<file path="src/sml_defines.svh">
// Purpose: Offsets, field positions, reset values and codes of the supply level registers
// Assumes: 8-bit registers at byte addresses on the register port
// Notes: Definitions only
`ifndef SML_DEFINES_SVH
`define SML_DEFINES_SVH

`define SML_OFS_MON1 8'h14
`define SML_OFS_MON2 8'h15
`define SML_OFS_CONV 8'h16
`define SML_RESET_VAL 8'h00

`define SML_MON1_TOL_HI 4
`define SML_MON1_TOL_LO 3
`define SML_MON1_LVL_HI 2
`define SML_MON1_LVL_LO 0
`define SML_ANA_TOL_HI 7
`define SML_ANA_TOL_LO 6
`define SML_ANA_LVL_BIT 5
`define SML_MON2_TOL_HI 4
`define SML_MON2_TOL_LO 3
`define SML_MON2_LVL_HI 2
`define SML_MON2_LVL_LO 0
`define SML_BOOST_TOL_HI 7
`define SML_BOOST_TOL_LO 6
`define SML_BOOST_LVL_HI 5
`define SML_BOOST_LVL_LO 4
`define SML_STEP1_TOL_HI 3
`define SML_STEP1_TOL_LO 2
`define SML_STEP0_TOL_HI 1
`define SML_STEP0_TOL_LO 0

`define SML_MON_OFF_LEVEL 3'h0

`endif

</file>
<file path="src/sml_pkg.sv">
// Purpose: Types shared by the supply level register files
// Assumes: Decoded values are given in percent, millivolts or tens of millivolts
// Notes: None
package sml_pkg;

  typedef enum {
    SML_LOAD_WAIT,
    SML_LOAD_DONE
  } sml_load_state_type;

  typedef logic [7:0] sml_byte_type;

endpackage : sml_pkg

</file>
<file path="src/sml_monitor_decode.sv">
// Purpose: Decodes one external monitor input's tolerance and level codes
// Assumes: Codes come from a register on the same clock
// Notes: Purely combinational
`include "sml_defines.svh"

module sml_monitor_decode
  import sml_pkg::*;
(
  input wire logic [1:0] tolerance_code,
  input wire logic [2:0] level_code,
  output logic [3:0] tolerance_pct,
  output logic [11:0] level_mv,
  output logic divider_on
);

  // ----------------------------------------
  // Decode
  // ----------------------------------------
  always_comb begin
    case (tolerance_code)
      2'h0: tolerance_pct = 4'h2;
      2'h1: tolerance_pct = 4'h3;
      2'h2: tolerance_pct = 4'h4;
      default: tolerance_pct = 4'h6;
    endcase
  end

  always_comb begin
    case (level_code)
      3'h0: level_mv = 12'h28a;
      3'h1: level_mv = 12'h320;
      3'h2: level_mv = 12'h3e8;
      3'h3: level_mv = 12'h44c;
      3'h4: level_mv = 12'h4b0;
      3'h5: level_mv = 12'h514;
      default: level_mv = 12'h708;
    endcase
  end

  // Code zero keeps the pin high impedance for an external divider
  assign divider_on = (level_code != `SML_MON_OFF_LEVEL);

endmodule : sml_monitor_decode

</file>
<file path="src/sml_otp_loader.sv">
// Purpose: Sequences the one-time load of defaults after reset
// Assumes: otp_valid is a level from logic on the same clock
// Notes: Issues a single load pulse, then stays done until reset
module sml_otp_loader
  import sml_pkg::*;
(
  input wire logic clk,
  input wire logic resetn,
  input wire logic otp_valid,
  output logic load_pulse,
  output logic load_done
);

  sml_load_state_type state_r;
  sml_load_state_type state_nxt;

  always_comb begin
    case (state_r)
      SML_LOAD_WAIT: state_nxt = otp_valid ? SML_LOAD_DONE : SML_LOAD_WAIT;
      SML_LOAD_DONE: state_nxt = SML_LOAD_DONE;
      default: state_nxt = SML_LOAD_WAIT;
    endcase
  end

  always_ff @(posedge clk or negedge resetn) begin
    if (!resetn) begin
      state_r <= SML_LOAD_WAIT;
    end else begin
      state_r <= state_nxt;
    end
  end

  assign load_pulse = (state_r == SML_LOAD_WAIT) && otp_valid;
  assign load_done = (state_r == SML_LOAD_DONE);

endmodule : sml_otp_loader

</file>
<file path="src/sml_level_regs.sv">
// Purpose: Three byte-wide comparison level registers for the power-good supervisors
// Assumes: Register port is byte wide on the device clock; OTP defaults arrive on this clock
// Notes: Decoded selections are registered before they drive the analog comparators
`include "sml_defines.svh"

module sml_level_regs
  import sml_pkg::*;
(
  input wire logic clk,
  input wire logic resetn,
  input wire logic [7:0] reg_addr,
  input wire logic reg_wr,
  input wire logic reg_rd,
  input wire logic [7:0] reg_wdata,
  output logic [7:0] reg_rdata,
  output logic reg_hit,
  input wire logic otp_valid,
  input wire logic [7:0] otp_mon1_default,
  input wire logic [7:0] otp_mon2_default,
  input wire logic [7:0] otp_conv_default,
  input wire logic two_sided_check_select,
  output logic defaults_loaded,
  output logic [3:0] first_input_tolerance,
  output logic [11:0] first_input_level,
  output logic first_input_divider_on,
  output logic [3:0] second_input_tolerance,
  output logic [11:0] second_input_level,
  output logic second_input_divider_on,
  output logic [3:0] analog_supply_tolerance,
  output logic [11:0] analog_supply_level,
  output logic [3:0] boost_tolerance,
  output logic [1:0] boost_level_code,
  output logic [6:0] first_step_down_tolerance,
  output logic [6:0] second_step_down_tolerance,
  output logic over_check_enable,
  output logic under_check_enable
);

  sml_byte_type mon1_r;
  sml_byte_type mon2_r;
  sml_byte_type conv_r;
  logic load_pulse;
  logic load_done;
  logic [7:0] rdata_r;
  logic [7:0] rdata_nxt;
  logic [3:0] tol1_w;
  logic [3:0] tol2_w;
  logic [11:0] lvl1_w;
  logic [11:0] lvl2_w;
  logic div1_w;
  logic div2_w;
  logic wr_mon1_w;
  logic wr_mon2_w;
  logic wr_conv_w;

  // ----------------------------------------
  // Helpers
  // ----------------------------------------
  function automatic logic [6:0] step_down_mv(input logic [1:0] code);
    case (code)
      2'h0: step_down_mv = 7'h1e;
      2'h1: step_down_mv = 7'h32;
      2'h2: step_down_mv = 7'h46;
      default: step_down_mv = 7'h5a;
    endcase
  endfunction : step_down_mv

  function automatic logic [3:0] supply_tol_pct(input logic [1:0] code);
    case (code)
      2'h0: supply_tol_pct = 4'h4;
      2'h1: supply_tol_pct = 4'h5;
      default: supply_tol_pct = 4'ha;
    endcase
  endfunction : supply_tol_pct

  function automatic logic [3:0] boost_tol_pct(input logic [1:0] code);
    case (code)
      2'h0: boost_tol_pct = 4'h2;
      2'h1: boost_tol_pct = 4'h4;
      2'h2: boost_tol_pct = 4'h6;
      default: boost_tol_pct = 4'h8;
    endcase
  endfunction : boost_tol_pct

  // Tens of millivolts, so 3.3 V needs no fraction on the comparator bus
  function automatic logic [11:0] supply_level(input logic sel);
    supply_level = sel ? 12'h1f4 : 12'h14a;
  endfunction : supply_level

  function automatic logic addr_is(input logic [7:0] a, input logic [7:0] ofs);
    addr_is = (a == ofs);
  endfunction : addr_is

  // ----------------------------------------
  // Default load sequencing
  // ----------------------------------------
  sml_otp_loader u_loader (
    .clk(clk),
    .resetn(resetn),
    .otp_valid(otp_valid),
    .load_pulse(load_pulse),
    .load_done(load_done)
  );

  assign defaults_loaded = load_done;

  // ----------------------------------------
  // Write decode
  // ----------------------------------------
  assign wr_mon1_w = reg_wr && addr_is(reg_addr, `SML_OFS_MON1);
  assign wr_mon2_w = reg_wr && addr_is(reg_addr, `SML_OFS_MON2);
  assign wr_conv_w = reg_wr && addr_is(reg_addr, `SML_OFS_CONV);

  // ----------------------------------------
  // Register storage
  // ----------------------------------------
  // The one OTP load comes before any write; a write in the load cycle loses,
  // since software should not touch the bank before the defaults settle.
  always_ff @(posedge clk or negedge resetn) begin
    if (!resetn) begin
      mon1_r <= `SML_RESET_VAL;
    end else if (load_pulse) begin
      mon1_r <= otp_mon1_default;
    end else if (wr_mon1_w) begin
      mon1_r <= reg_wdata;
    end
  end

  always_ff @(posedge clk or negedge resetn) begin
    if (!resetn) begin
      mon2_r <= `SML_RESET_VAL;
    end else if (load_pulse) begin
      mon2_r <= otp_mon2_default;
    end else if (wr_mon2_w) begin
      mon2_r <= reg_wdata;
    end
  end

  always_ff @(posedge clk or negedge resetn) begin
    if (!resetn) begin
      conv_r <= `SML_RESET_VAL;
    end else if (load_pulse) begin
      conv_r <= otp_conv_default;
    end else if (wr_conv_w) begin
      conv_r <= reg_wdata;
    end
  end

  // ----------------------------------------
  // Read port
  // ----------------------------------------
  always_comb begin
    rdata_nxt = rdata_r;
    if (reg_rd) begin
      if (addr_is(reg_addr, `SML_OFS_MON1)) begin
        rdata_nxt = mon1_r;
      end else if (addr_is(reg_addr, `SML_OFS_MON2)) begin
        rdata_nxt = mon2_r;
      end else if (addr_is(reg_addr, `SML_OFS_CONV)) begin
        rdata_nxt = conv_r;
      end else begin
        rdata_nxt = 8'h00;
      end
    end
  end

  always_ff @(posedge clk or negedge resetn) begin
    if (!resetn) begin
      rdata_r <= 8'h00;
    end else begin
      rdata_r <= rdata_nxt;
    end
  end

  assign reg_rdata = rdata_r;
  // Handshake flag: tells the host port this bank owns the address
  assign reg_hit = addr_is(reg_addr, `SML_OFS_MON1) || addr_is(reg_addr, `SML_OFS_MON2)
    || addr_is(reg_addr, `SML_OFS_CONV);

  // ----------------------------------------
  // Monitor input decode
  // ----------------------------------------
  sml_monitor_decode u_mon1 (
    .tolerance_code(mon1_r[`SML_MON1_TOL_HI:`SML_MON1_TOL_LO]),
    .level_code(mon1_r[`SML_MON1_LVL_HI:`SML_MON1_LVL_LO]),
    .tolerance_pct(tol1_w),
    .level_mv(lvl1_w),
    .divider_on(div1_w)
  );

  sml_monitor_decode u_mon2 (
    .tolerance_code(mon2_r[`SML_MON2_TOL_HI:`SML_MON2_TOL_LO]),
    .level_code(mon2_r[`SML_MON2_LVL_HI:`SML_MON2_LVL_LO]),
    .tolerance_pct(tol2_w),
    .level_mv(lvl2_w),
    .divider_on(div2_w)
  );

  // ----------------------------------------
  // Registered comparator selections
  // ----------------------------------------
  // Outputs are flopped so the analog side never sees decode glitches
  always_ff @(posedge clk or negedge resetn) begin
    if (!resetn) begin
      first_input_tolerance <= 4'h0;
      first_input_level <= 12'h000;
      first_input_divider_on <= 1'b0;
    end else begin
      first_input_tolerance <= tol1_w;
      first_input_level <= lvl1_w;
      first_input_divider_on <= div1_w;
    end
  end

  always_ff @(posedge clk or negedge resetn) begin
    if (!resetn) begin
      second_input_tolerance <= 4'h0;
      second_input_level <= 12'h000;
      second_input_divider_on <= 1'b0;
    end else begin
      second_input_tolerance <= tol2_w;
      second_input_level <= lvl2_w;
      second_input_divider_on <= div2_w;
    end
  end

  always_ff @(posedge clk or negedge resetn) begin
    if (!resetn) begin
      analog_supply_tolerance <= 4'h0;
    end else begin
      analog_supply_tolerance <= supply_tol_pct(mon2_r[`SML_ANA_TOL_HI:`SML_ANA_TOL_LO]);
    end
  end

  always_ff @(posedge clk or negedge resetn) begin
    if (!resetn) begin
      analog_supply_level <= 12'h000;
    end else begin
      analog_supply_level <= supply_level(mon2_r[`SML_ANA_LVL_BIT]);
    end
  end

  always_ff @(posedge clk or negedge resetn) begin
    if (!resetn) begin
      boost_tolerance <= 4'h0;
    end else begin
      boost_tolerance <= boost_tol_pct(conv_r[`SML_BOOST_TOL_HI:`SML_BOOST_TOL_LO]);
    end
  end

  // No decoded meaning is defined for this field, so the raw code is passed on
  always_ff @(posedge clk or negedge resetn) begin
    if (!resetn) begin
      boost_level_code <= 2'h0;
    end else begin
      boost_level_code <= conv_r[`SML_BOOST_LVL_HI:`SML_BOOST_LVL_LO];
    end
  end

  always_ff @(posedge clk or negedge resetn) begin
    if (!resetn) begin
      second_step_down_tolerance <= 7'h00;
    end else begin
      second_step_down_tolerance <= step_down_mv(conv_r[`SML_STEP1_TOL_HI:`SML_STEP1_TOL_LO]);
    end
  end

  always_ff @(posedge clk or negedge resetn) begin
    if (!resetn) begin
      first_step_down_tolerance <= 7'h00;
    end else begin
      first_step_down_tolerance <= step_down_mv(conv_r[`SML_STEP0_TOL_HI:`SML_STEP0_TOL_LO]);
    end
  end

  // ----------------------------------------
  // Window sides
  // ----------------------------------------
  // Lower limit always checked; upper only with the two-sided option
  always_ff @(posedge clk or negedge resetn) begin
    if (!resetn) begin
      over_check_enable <= 1'b0;
    end else begin
      over_check_enable <= two_sided_check_select;
    end
  end

  always_ff @(posedge clk or negedge resetn) begin
    if (!resetn) begin
      under_check_enable <= 1'b0;
    end else begin
      under_check_enable <= 1'b1;
    end
  end

endmodule : sml_level_regs

</file>
<file path="config.mk">
export PLATFORM = sky130hd
export DESIGN_NAME = sml_level_regs
export DESIGN_NICKNAME = d
export VERILOG_FILES = /design/src/sml_pkg.sv /design/src/sml_monitor_decode.sv /design/src/sml_otp_loader.sv /design/src/sml_level_regs.sv
export VERILOG_INCLUDE_DIRS = /design/src /design/src/src
export SDC_FILE = /design/constraint.sdc
export NUM_CORES = 1
export LEC_CHECK = 0
export ABC_AREA = 1
export CORE_ASPECT_RATIO = 2
export CORE_MARGIN = 3
export CORE_UTILIZATION = 50
export DETAILED_ROUTE_END_ITERATION = 12
export DONT_BUFFER_PORTS = 1
export PLACE_DENSITY = 0.67
export SYNTH_ARGS = -nofsm -noshare
export SYNTH_HDL_FRONTEND = slang
export SYNTH_HIERARCHICAL = 1
export SYNTH_SLANG_ARGS = --single-unit
</file>
<file path="constraint.sdc">
create_clock -name clk -period 1.85 [get_ports clk]
set_input_delay 0.0925 -clock clk [delete_from_list [all_inputs] [get_ports clk]]
set_output_delay 0.0925 -clock clk [all_outputs]
set_load 0.02 [all_outputs]
</file>
# ---- Yosys cells after proc, flatten, opt, wreduce, memory -nomap -nowiden
# Cells that the tools add are included.
dict set report word_totals {
  ff_bits 133
  input_bits 46
  out_inout_bits 82
  elab_cells 86
}
dict set report classes {
  eq_ne 26
  muxes 20
  reduce_logical 21
}
# op count
set op_table {}
lappend op_table {{$pmux 11 s6} 2}
lappend op_table {{$mux 8} 10}
lappend op_table {{$logic_not 32->1} 2}
lappend op_table {{$pmux 32 s2} 1}
lappend op_table {{$pmux 7 s3} 2}
lappend op_table {{$eq 32x1->1 const B} 1}
lappend op_table {{$eq 32x2->1 const B} 1}
lappend op_table {{$eq 8x5->1 const B} 3}
lappend op_table {{$pmux 3 s3} 2}
lappend op_table {{$eq 2x1->1 const B} 6}
lappend op_table {{$eq 3x2->1 const B} 4}
lappend op_table {{$eq 3x3->1 const B} 4}
lappend op_table {{$logic_not 2->1} 6}
lappend op_table {{$pmux 4 s3} 1}
lappend op_table {{$eq 2x2->1 const B} 5}
lappend op_table {{$pmux 4 s2} 1}
lappend op_table {{$eq 3x1->1 const B} 2}
lappend op_table {{$logic_not 3->1} 2}
lappend op_table {{$reduce_bool 2->1} 3}
lappend op_table {{$reduce_bool 3->1} 2}
lappend op_table {{$logic_and 1x1->1} 4}
lappend op_table {{$logic_or 1x1->1} 2}
lappend op_table {{$mux 1} 1}

# ---- Depth between registers and ports, before layout
dict set report depth {
  word_depth 4
  mapped_depth 10
  depth_no_buf 8
}

# ---- Modules after synthesis
# Netlist, hierarchy kept.
# module n_inst cells_each area_per_inst_um2 seq_area_each_um2
set modules_own_cells {}
lappend modules_own_cells {sml_level_regs 1 372 3722.3 2202.1}
lappend modules_own_cells {sml_monitor_decode 2 30 133.9 0.0}
lappend modules_own_cells {sml_otp_loader 1 5 40.0 25.0}

# ---- Least setup slack after synthesis
# Ideal clock, no wire load.
dict set report synth_timing {
  path_kind {register -> register}
  start {register u_loader.state_r[0]}
  end {register conv_r[0]}
  setup_ns 0.127
  arrival_time_ns 1.222
  required_ns 1.723
  slack_ns 0.501
  path_stages_with_launch 9
  path_buffers 2
  synth_period_minus_slack_ns 1.349
  cell_sequence {dfrtp_1 > nor2_1 > buf_2 > inv_1 > buf_4 > nand2_1 > nand2_1 > nand2_1 > o21ai_0}
}
dict set report synth_between {
  elab_chain_cells 3
  elab_cells_between_ends 4
  classes_between {mux (1); reduce/logical (3)}
}
# item line
set synth_lines {}
lappend synth_lines {{start: declaration} sml_otp_loader.sv:14} ;# sml_load_state_type state_r;
lappend synth_lines {{start signal: assignment} sml_otp_loader.sv:29} ;# state_r <= state_nxt;
lappend synth_lines {{$logic_not 32->1 *} sml_otp_loader.sv:33} ;# assign load_pulse = (state_r == SML_LOAD_WAIT) && otp_valid;
lappend synth_lines {{$logic_and 1x1->1 *} sml_otp_loader.sv:33}
lappend synth_lines {{named net load_pulse} sml_level_regs.sv:42} ;# logic load_pulse;
lappend synth_lines {{$mux 8 or $reduce_bool 2->1 (tied branches)} -}
lappend synth_lines {{end signal: assignment} sml_level_regs.sv:141} ;# conv_r <= `SML_RESET_VAL;
lappend synth_lines {{end signal: assignment} sml_level_regs.sv:143} ;# conv_r <= otp_conv_default;
lappend synth_lines {{end signal: assignment} sml_level_regs.sv:145} ;# conv_r <= reg_wdata;
lappend synth_lines {{end: declaration} sml_level_regs.sv:41} ;# sml_byte_type conv_r;
# The timed path passes the listed nets; every way through them passes the cells marked *.
# A chain may end at the register's enable or synchronous reset.

# ---- Worst setup path after layout
dict set report layout_timing {
  start {register u_loader.state_r[0]}
  end {register mon2_r[2]}
}
dict set report layout_between {
  elab_chain_cells 3
  elab_cells_between_ends 4
  classes_between {mux (1); reduce/logical (3)}
}
# item line
set layout_lines {}
lappend layout_lines {{$logic_not 32->1 *} sml_otp_loader.sv:33}
lappend layout_lines {{$logic_and 1x1->1 *} sml_otp_loader.sv:33}
lappend layout_lines {{named net load_pulse} sml_level_regs.sv:42}
lappend layout_lines {{$mux 8 or $reduce_bool 2->1 (tied branches)} -}
lappend layout_lines {{end signal: assignment} sml_level_regs.sv:131} ;# mon2_r <= `SML_RESET_VAL;
lappend layout_lines {{end signal: assignment} sml_level_regs.sv:133} ;# mon2_r <= otp_mon2_default;
lappend layout_lines {{end signal: assignment} sml_level_regs.sv:135} ;# mon2_r <= reg_wdata;
lappend layout_lines {{end: declaration} sml_level_regs.sv:40} ;# sml_byte_type mon2_r;
# Marked as above.

==> results.cfg <==
[detailed_routing]
antenna_left = 0
avgViaCountPerCell = 4.94
drt_wl_total_mm = 8.33
drt_iter0_markers = 116
vias = 2680
drc = 0
routedWlPerCell_um = 15.3
first_pass_iters = 4

[floorplanning]
io_pins = 128
core_area_sq_um = 7710
start_util_pct = 52.2
row_count = 45
die_x_um = 69.5
fp.dieH_um = 133
dieArea_sq_um = 9240

[layout]
drive_gt1_share_pct = 12.5
fill_cells = 664
final_cell_mix = 142 x nand2_1, 89 x dfrtp_1, 43 x inv_1
syn2layout_area_growth_pct = 10.8
final_nets = 504
antenna_cells = 0
final_common_cell = nand2_1

[logic_synthesis]
synthAdderAreaFrac_pct = 4.04
yosysWarningCount = 6
synth_top_family_by_area = simple AND/OR/NAND/NOR gates
synthFlopType = dfrtp_1
syn-mean-instance-area_sq_um = 9.22
seq_area_frac_synth_pct = 55.3
syn_inst = 437
synth-xor-area-share_pct = 0
synthSimpleGateAreaFrac_pct = 26.2
synth.cell_area_sq_um = 4030
synth_edf_count = 0
synth-compound-area-share_pct = 2.73
synth.distinct_cells = 25
muxShareOfSynthArea_pct = 0
synth-seq-cells = 89
async_reset_ff_share_pct = 100

[timing]
max_slew_margin_pct = 52.5
final.setup.tns_ns = 0
fin_skew_ns = 0.00528
fmax_mhz = 596
fin_crit_ns = 1.68
hold-worst-slack_ns = -0.551
slew_violations = 0
rsz0062_at_grt = false
setup_viol = 0
worst_slew_pin_slew_ns = 0.713
final-hold-violation-count = 89
fin_crit_sh_pct = 90.7

[global_route]
grt_max_degree = 90
grt-ovfl-total = 0
track_usage_pct = 19.1
grt_pass1_vias = 2791
antenna_found_initial = 0
grt_first_pass_wirelength_mm = 13.5

[pwr]
p_sw_uw = 1240
internal-power_uw = 3560
pwr-share-seq_pct = 51.9
pwr-share-comb_pct = 6.9
swShare_pct = 25.8
peakVddDrop_uv = 487
power.density_nw_per_um2 = 1070
power_leakage_uw = 0.00238
finalPower_uw = 4800
p_clk_share_pct = 41.2

[clock_network]
holdBufCountCts = 20
cts_inserted_buffers = 9
cts.sinks = 89
clock_path_buffers = 2
cts_tree = yes
cts_setup_buffers = 0
cts-root-buf = clkbuf_16
cts.clk_slew.worst_paths_ns = 0.06
htree_num_levels = 3
clk-insertion-delay-late_ns = 0.34
ctsResizeCount = 0

[setup_path]
crit_buf_inv = 2
crit_path_max_incr_delay_ns = 0.48
critPathSlowestCell = dfrtp_1
path_class = reg -> reg
arrival_ns = 1.95
cp_max_fo = 13
cp_top_family = simple AND/OR/NAND/NOR gates
cp.required_ns = 2.12
crit_path_end_kind = flop
startpoint_type = flop
worstPathCellList = nor2_1 -> inv_1 -> nand2_2 -> inv_1 -> nand2_1 -> nand2_1

[run]
max_cap_violations = 0

[status]
violations = hold timing
status = finished with violations

[min_path]
hold_class = in -> async

[placement]
numPortBuffers = 0
hpwl_mm = 6.11
routabilityCongestion = 0.816
[sequential cells by signal, summed over array words and instances, names as in the netlist, 2 cells and up]
name,flops
first_input_tolerance,4
boost_level_code,2
analog_supply_tolerance,3
first_input_level,12
second_input_level,12
analog_supply_level,3
boost_tolerance,3
conv_r,8
second_input_tolerance,4
reg_rdata,8
mon2_r,8
first_step_down_tolerance,5
mon1_r,8
second_step_down_tolerance,5
[power groups by stage]
stage          logic [uW]  clock network (uW)  registers (uW)
2_1_floorplan         308                   0            2460
3_3_place_gp          285                   0            2530
3_5_place_dp          297                   0            2530
4_1_cts               336                2020            2500
5_1_grt               380                2090            2510
6_report              333                1970            2490
[path summary, 6_finish.rpt]
path / depth (start not counted) / slack, ns / start / end
worst max-delay path: 6 / 0.17 / u_loader/state_r[0]$_DFF_PN0_ / mon2_r[2]$_DFFE_PN0P_
worst min-delay path: 0 / -0.55 / resetn / first_input_tolerance[0]$_DFF_PN0_
worst max register to register: 6 / 0.17 / u_loader/state_r[0]$_DFF_PN0_ / mon2_r[2]$_DFFE_PN0P_
worst min register to register: 0 / 0.40 / mon2_r[5]$_DFFE_PN0P_ / analog_supply_level[7]$_DFF_PN0_
max in group asynchronous: 0 / 2.29 / resetn / second_input_tolerance[0]$_DFF_PN0_
min in group clk: 4 / 0.01 / otp_conv_default[0] / conv_r[0]$_DFFE_PN0P_
[metal layers]
layer | track usage [%] | share of wire (%) | vias to the layer above
met4 | 10.3 | 2.9 | 0
met1 | 19.2 | 36 | 1263
met5 | 0 | 0 | -
met2 | 35.4 | 56 | 95
met3 | 4.33 | 5.5 | 15
li1 | - | - | 1307
[synthesized netlist by cell type (5+ instances only)]
cell type | count | area share [%]
buf_4 | 23 | 4.3
buf_6 | 5 | 1.4
clkbuf_1 | 6 | 0.56
dfrtp_1 | 89 | 55
ha_1 | 13 | 4.0
inv_1 | 43 | 4.0
inv_2 | 7 | 0.65
nand2_1 | 142 | 13
nand2_2 | 16 | 2.5
nand3_1 | 35 | 4.3
nand3b_1 | 5 | 0.93
nor2_1 | 16 | 1.5
o21ai_0 | 7 | 0.87
[layout make-up]
class                   count  area (sq um)  share of cell area [%]
clock buffers              13           270                    6.05
clock inverters             2          60.1                    1.34
inverters                  50           188                    4.20
multi-input cells         272          1380                    30.9
flip-flops and latches     89          2230                    49.9
well taps                  94           118                    2.63
repair buffers             23           223                    4.99
[worst register-to-register path: cells and delay by family (launching register included)]
| family | cells | cell delay [ns] |
|---|---|---|
| DFF | 1 | 0.48 |
| and+or+nand+nor | 4 | 0.56 |
| buffers and inverters | 2 | 0.56 |
[cells by family after synthesis]
| kind of cell | Yosys count |
|---|---|
| buffers and inverters | 86 |
| adder cells (fa/ha/maj) | 13 |
| AND/OR/NAND/NOR | 226 |
| other | 4 |
| AO/OA/AOI/OAI | 19 |
| flip-flops | 89 |
[stage by stage]
step                utilization [%]  cells  instance area [sq um]  setup WS [ns]
floorplan                         -    447                   4070          0.501
global placement               51.0    508                   3940          0.307
detailed placement             51.0    508                   3940          0.232
CTS                            57.9    543                   4470          0.177
global route                   57.9    543                   4470         0.0758
finish                         57.9    543                   4470          0.171
Power figures use the tool's default switching activity.
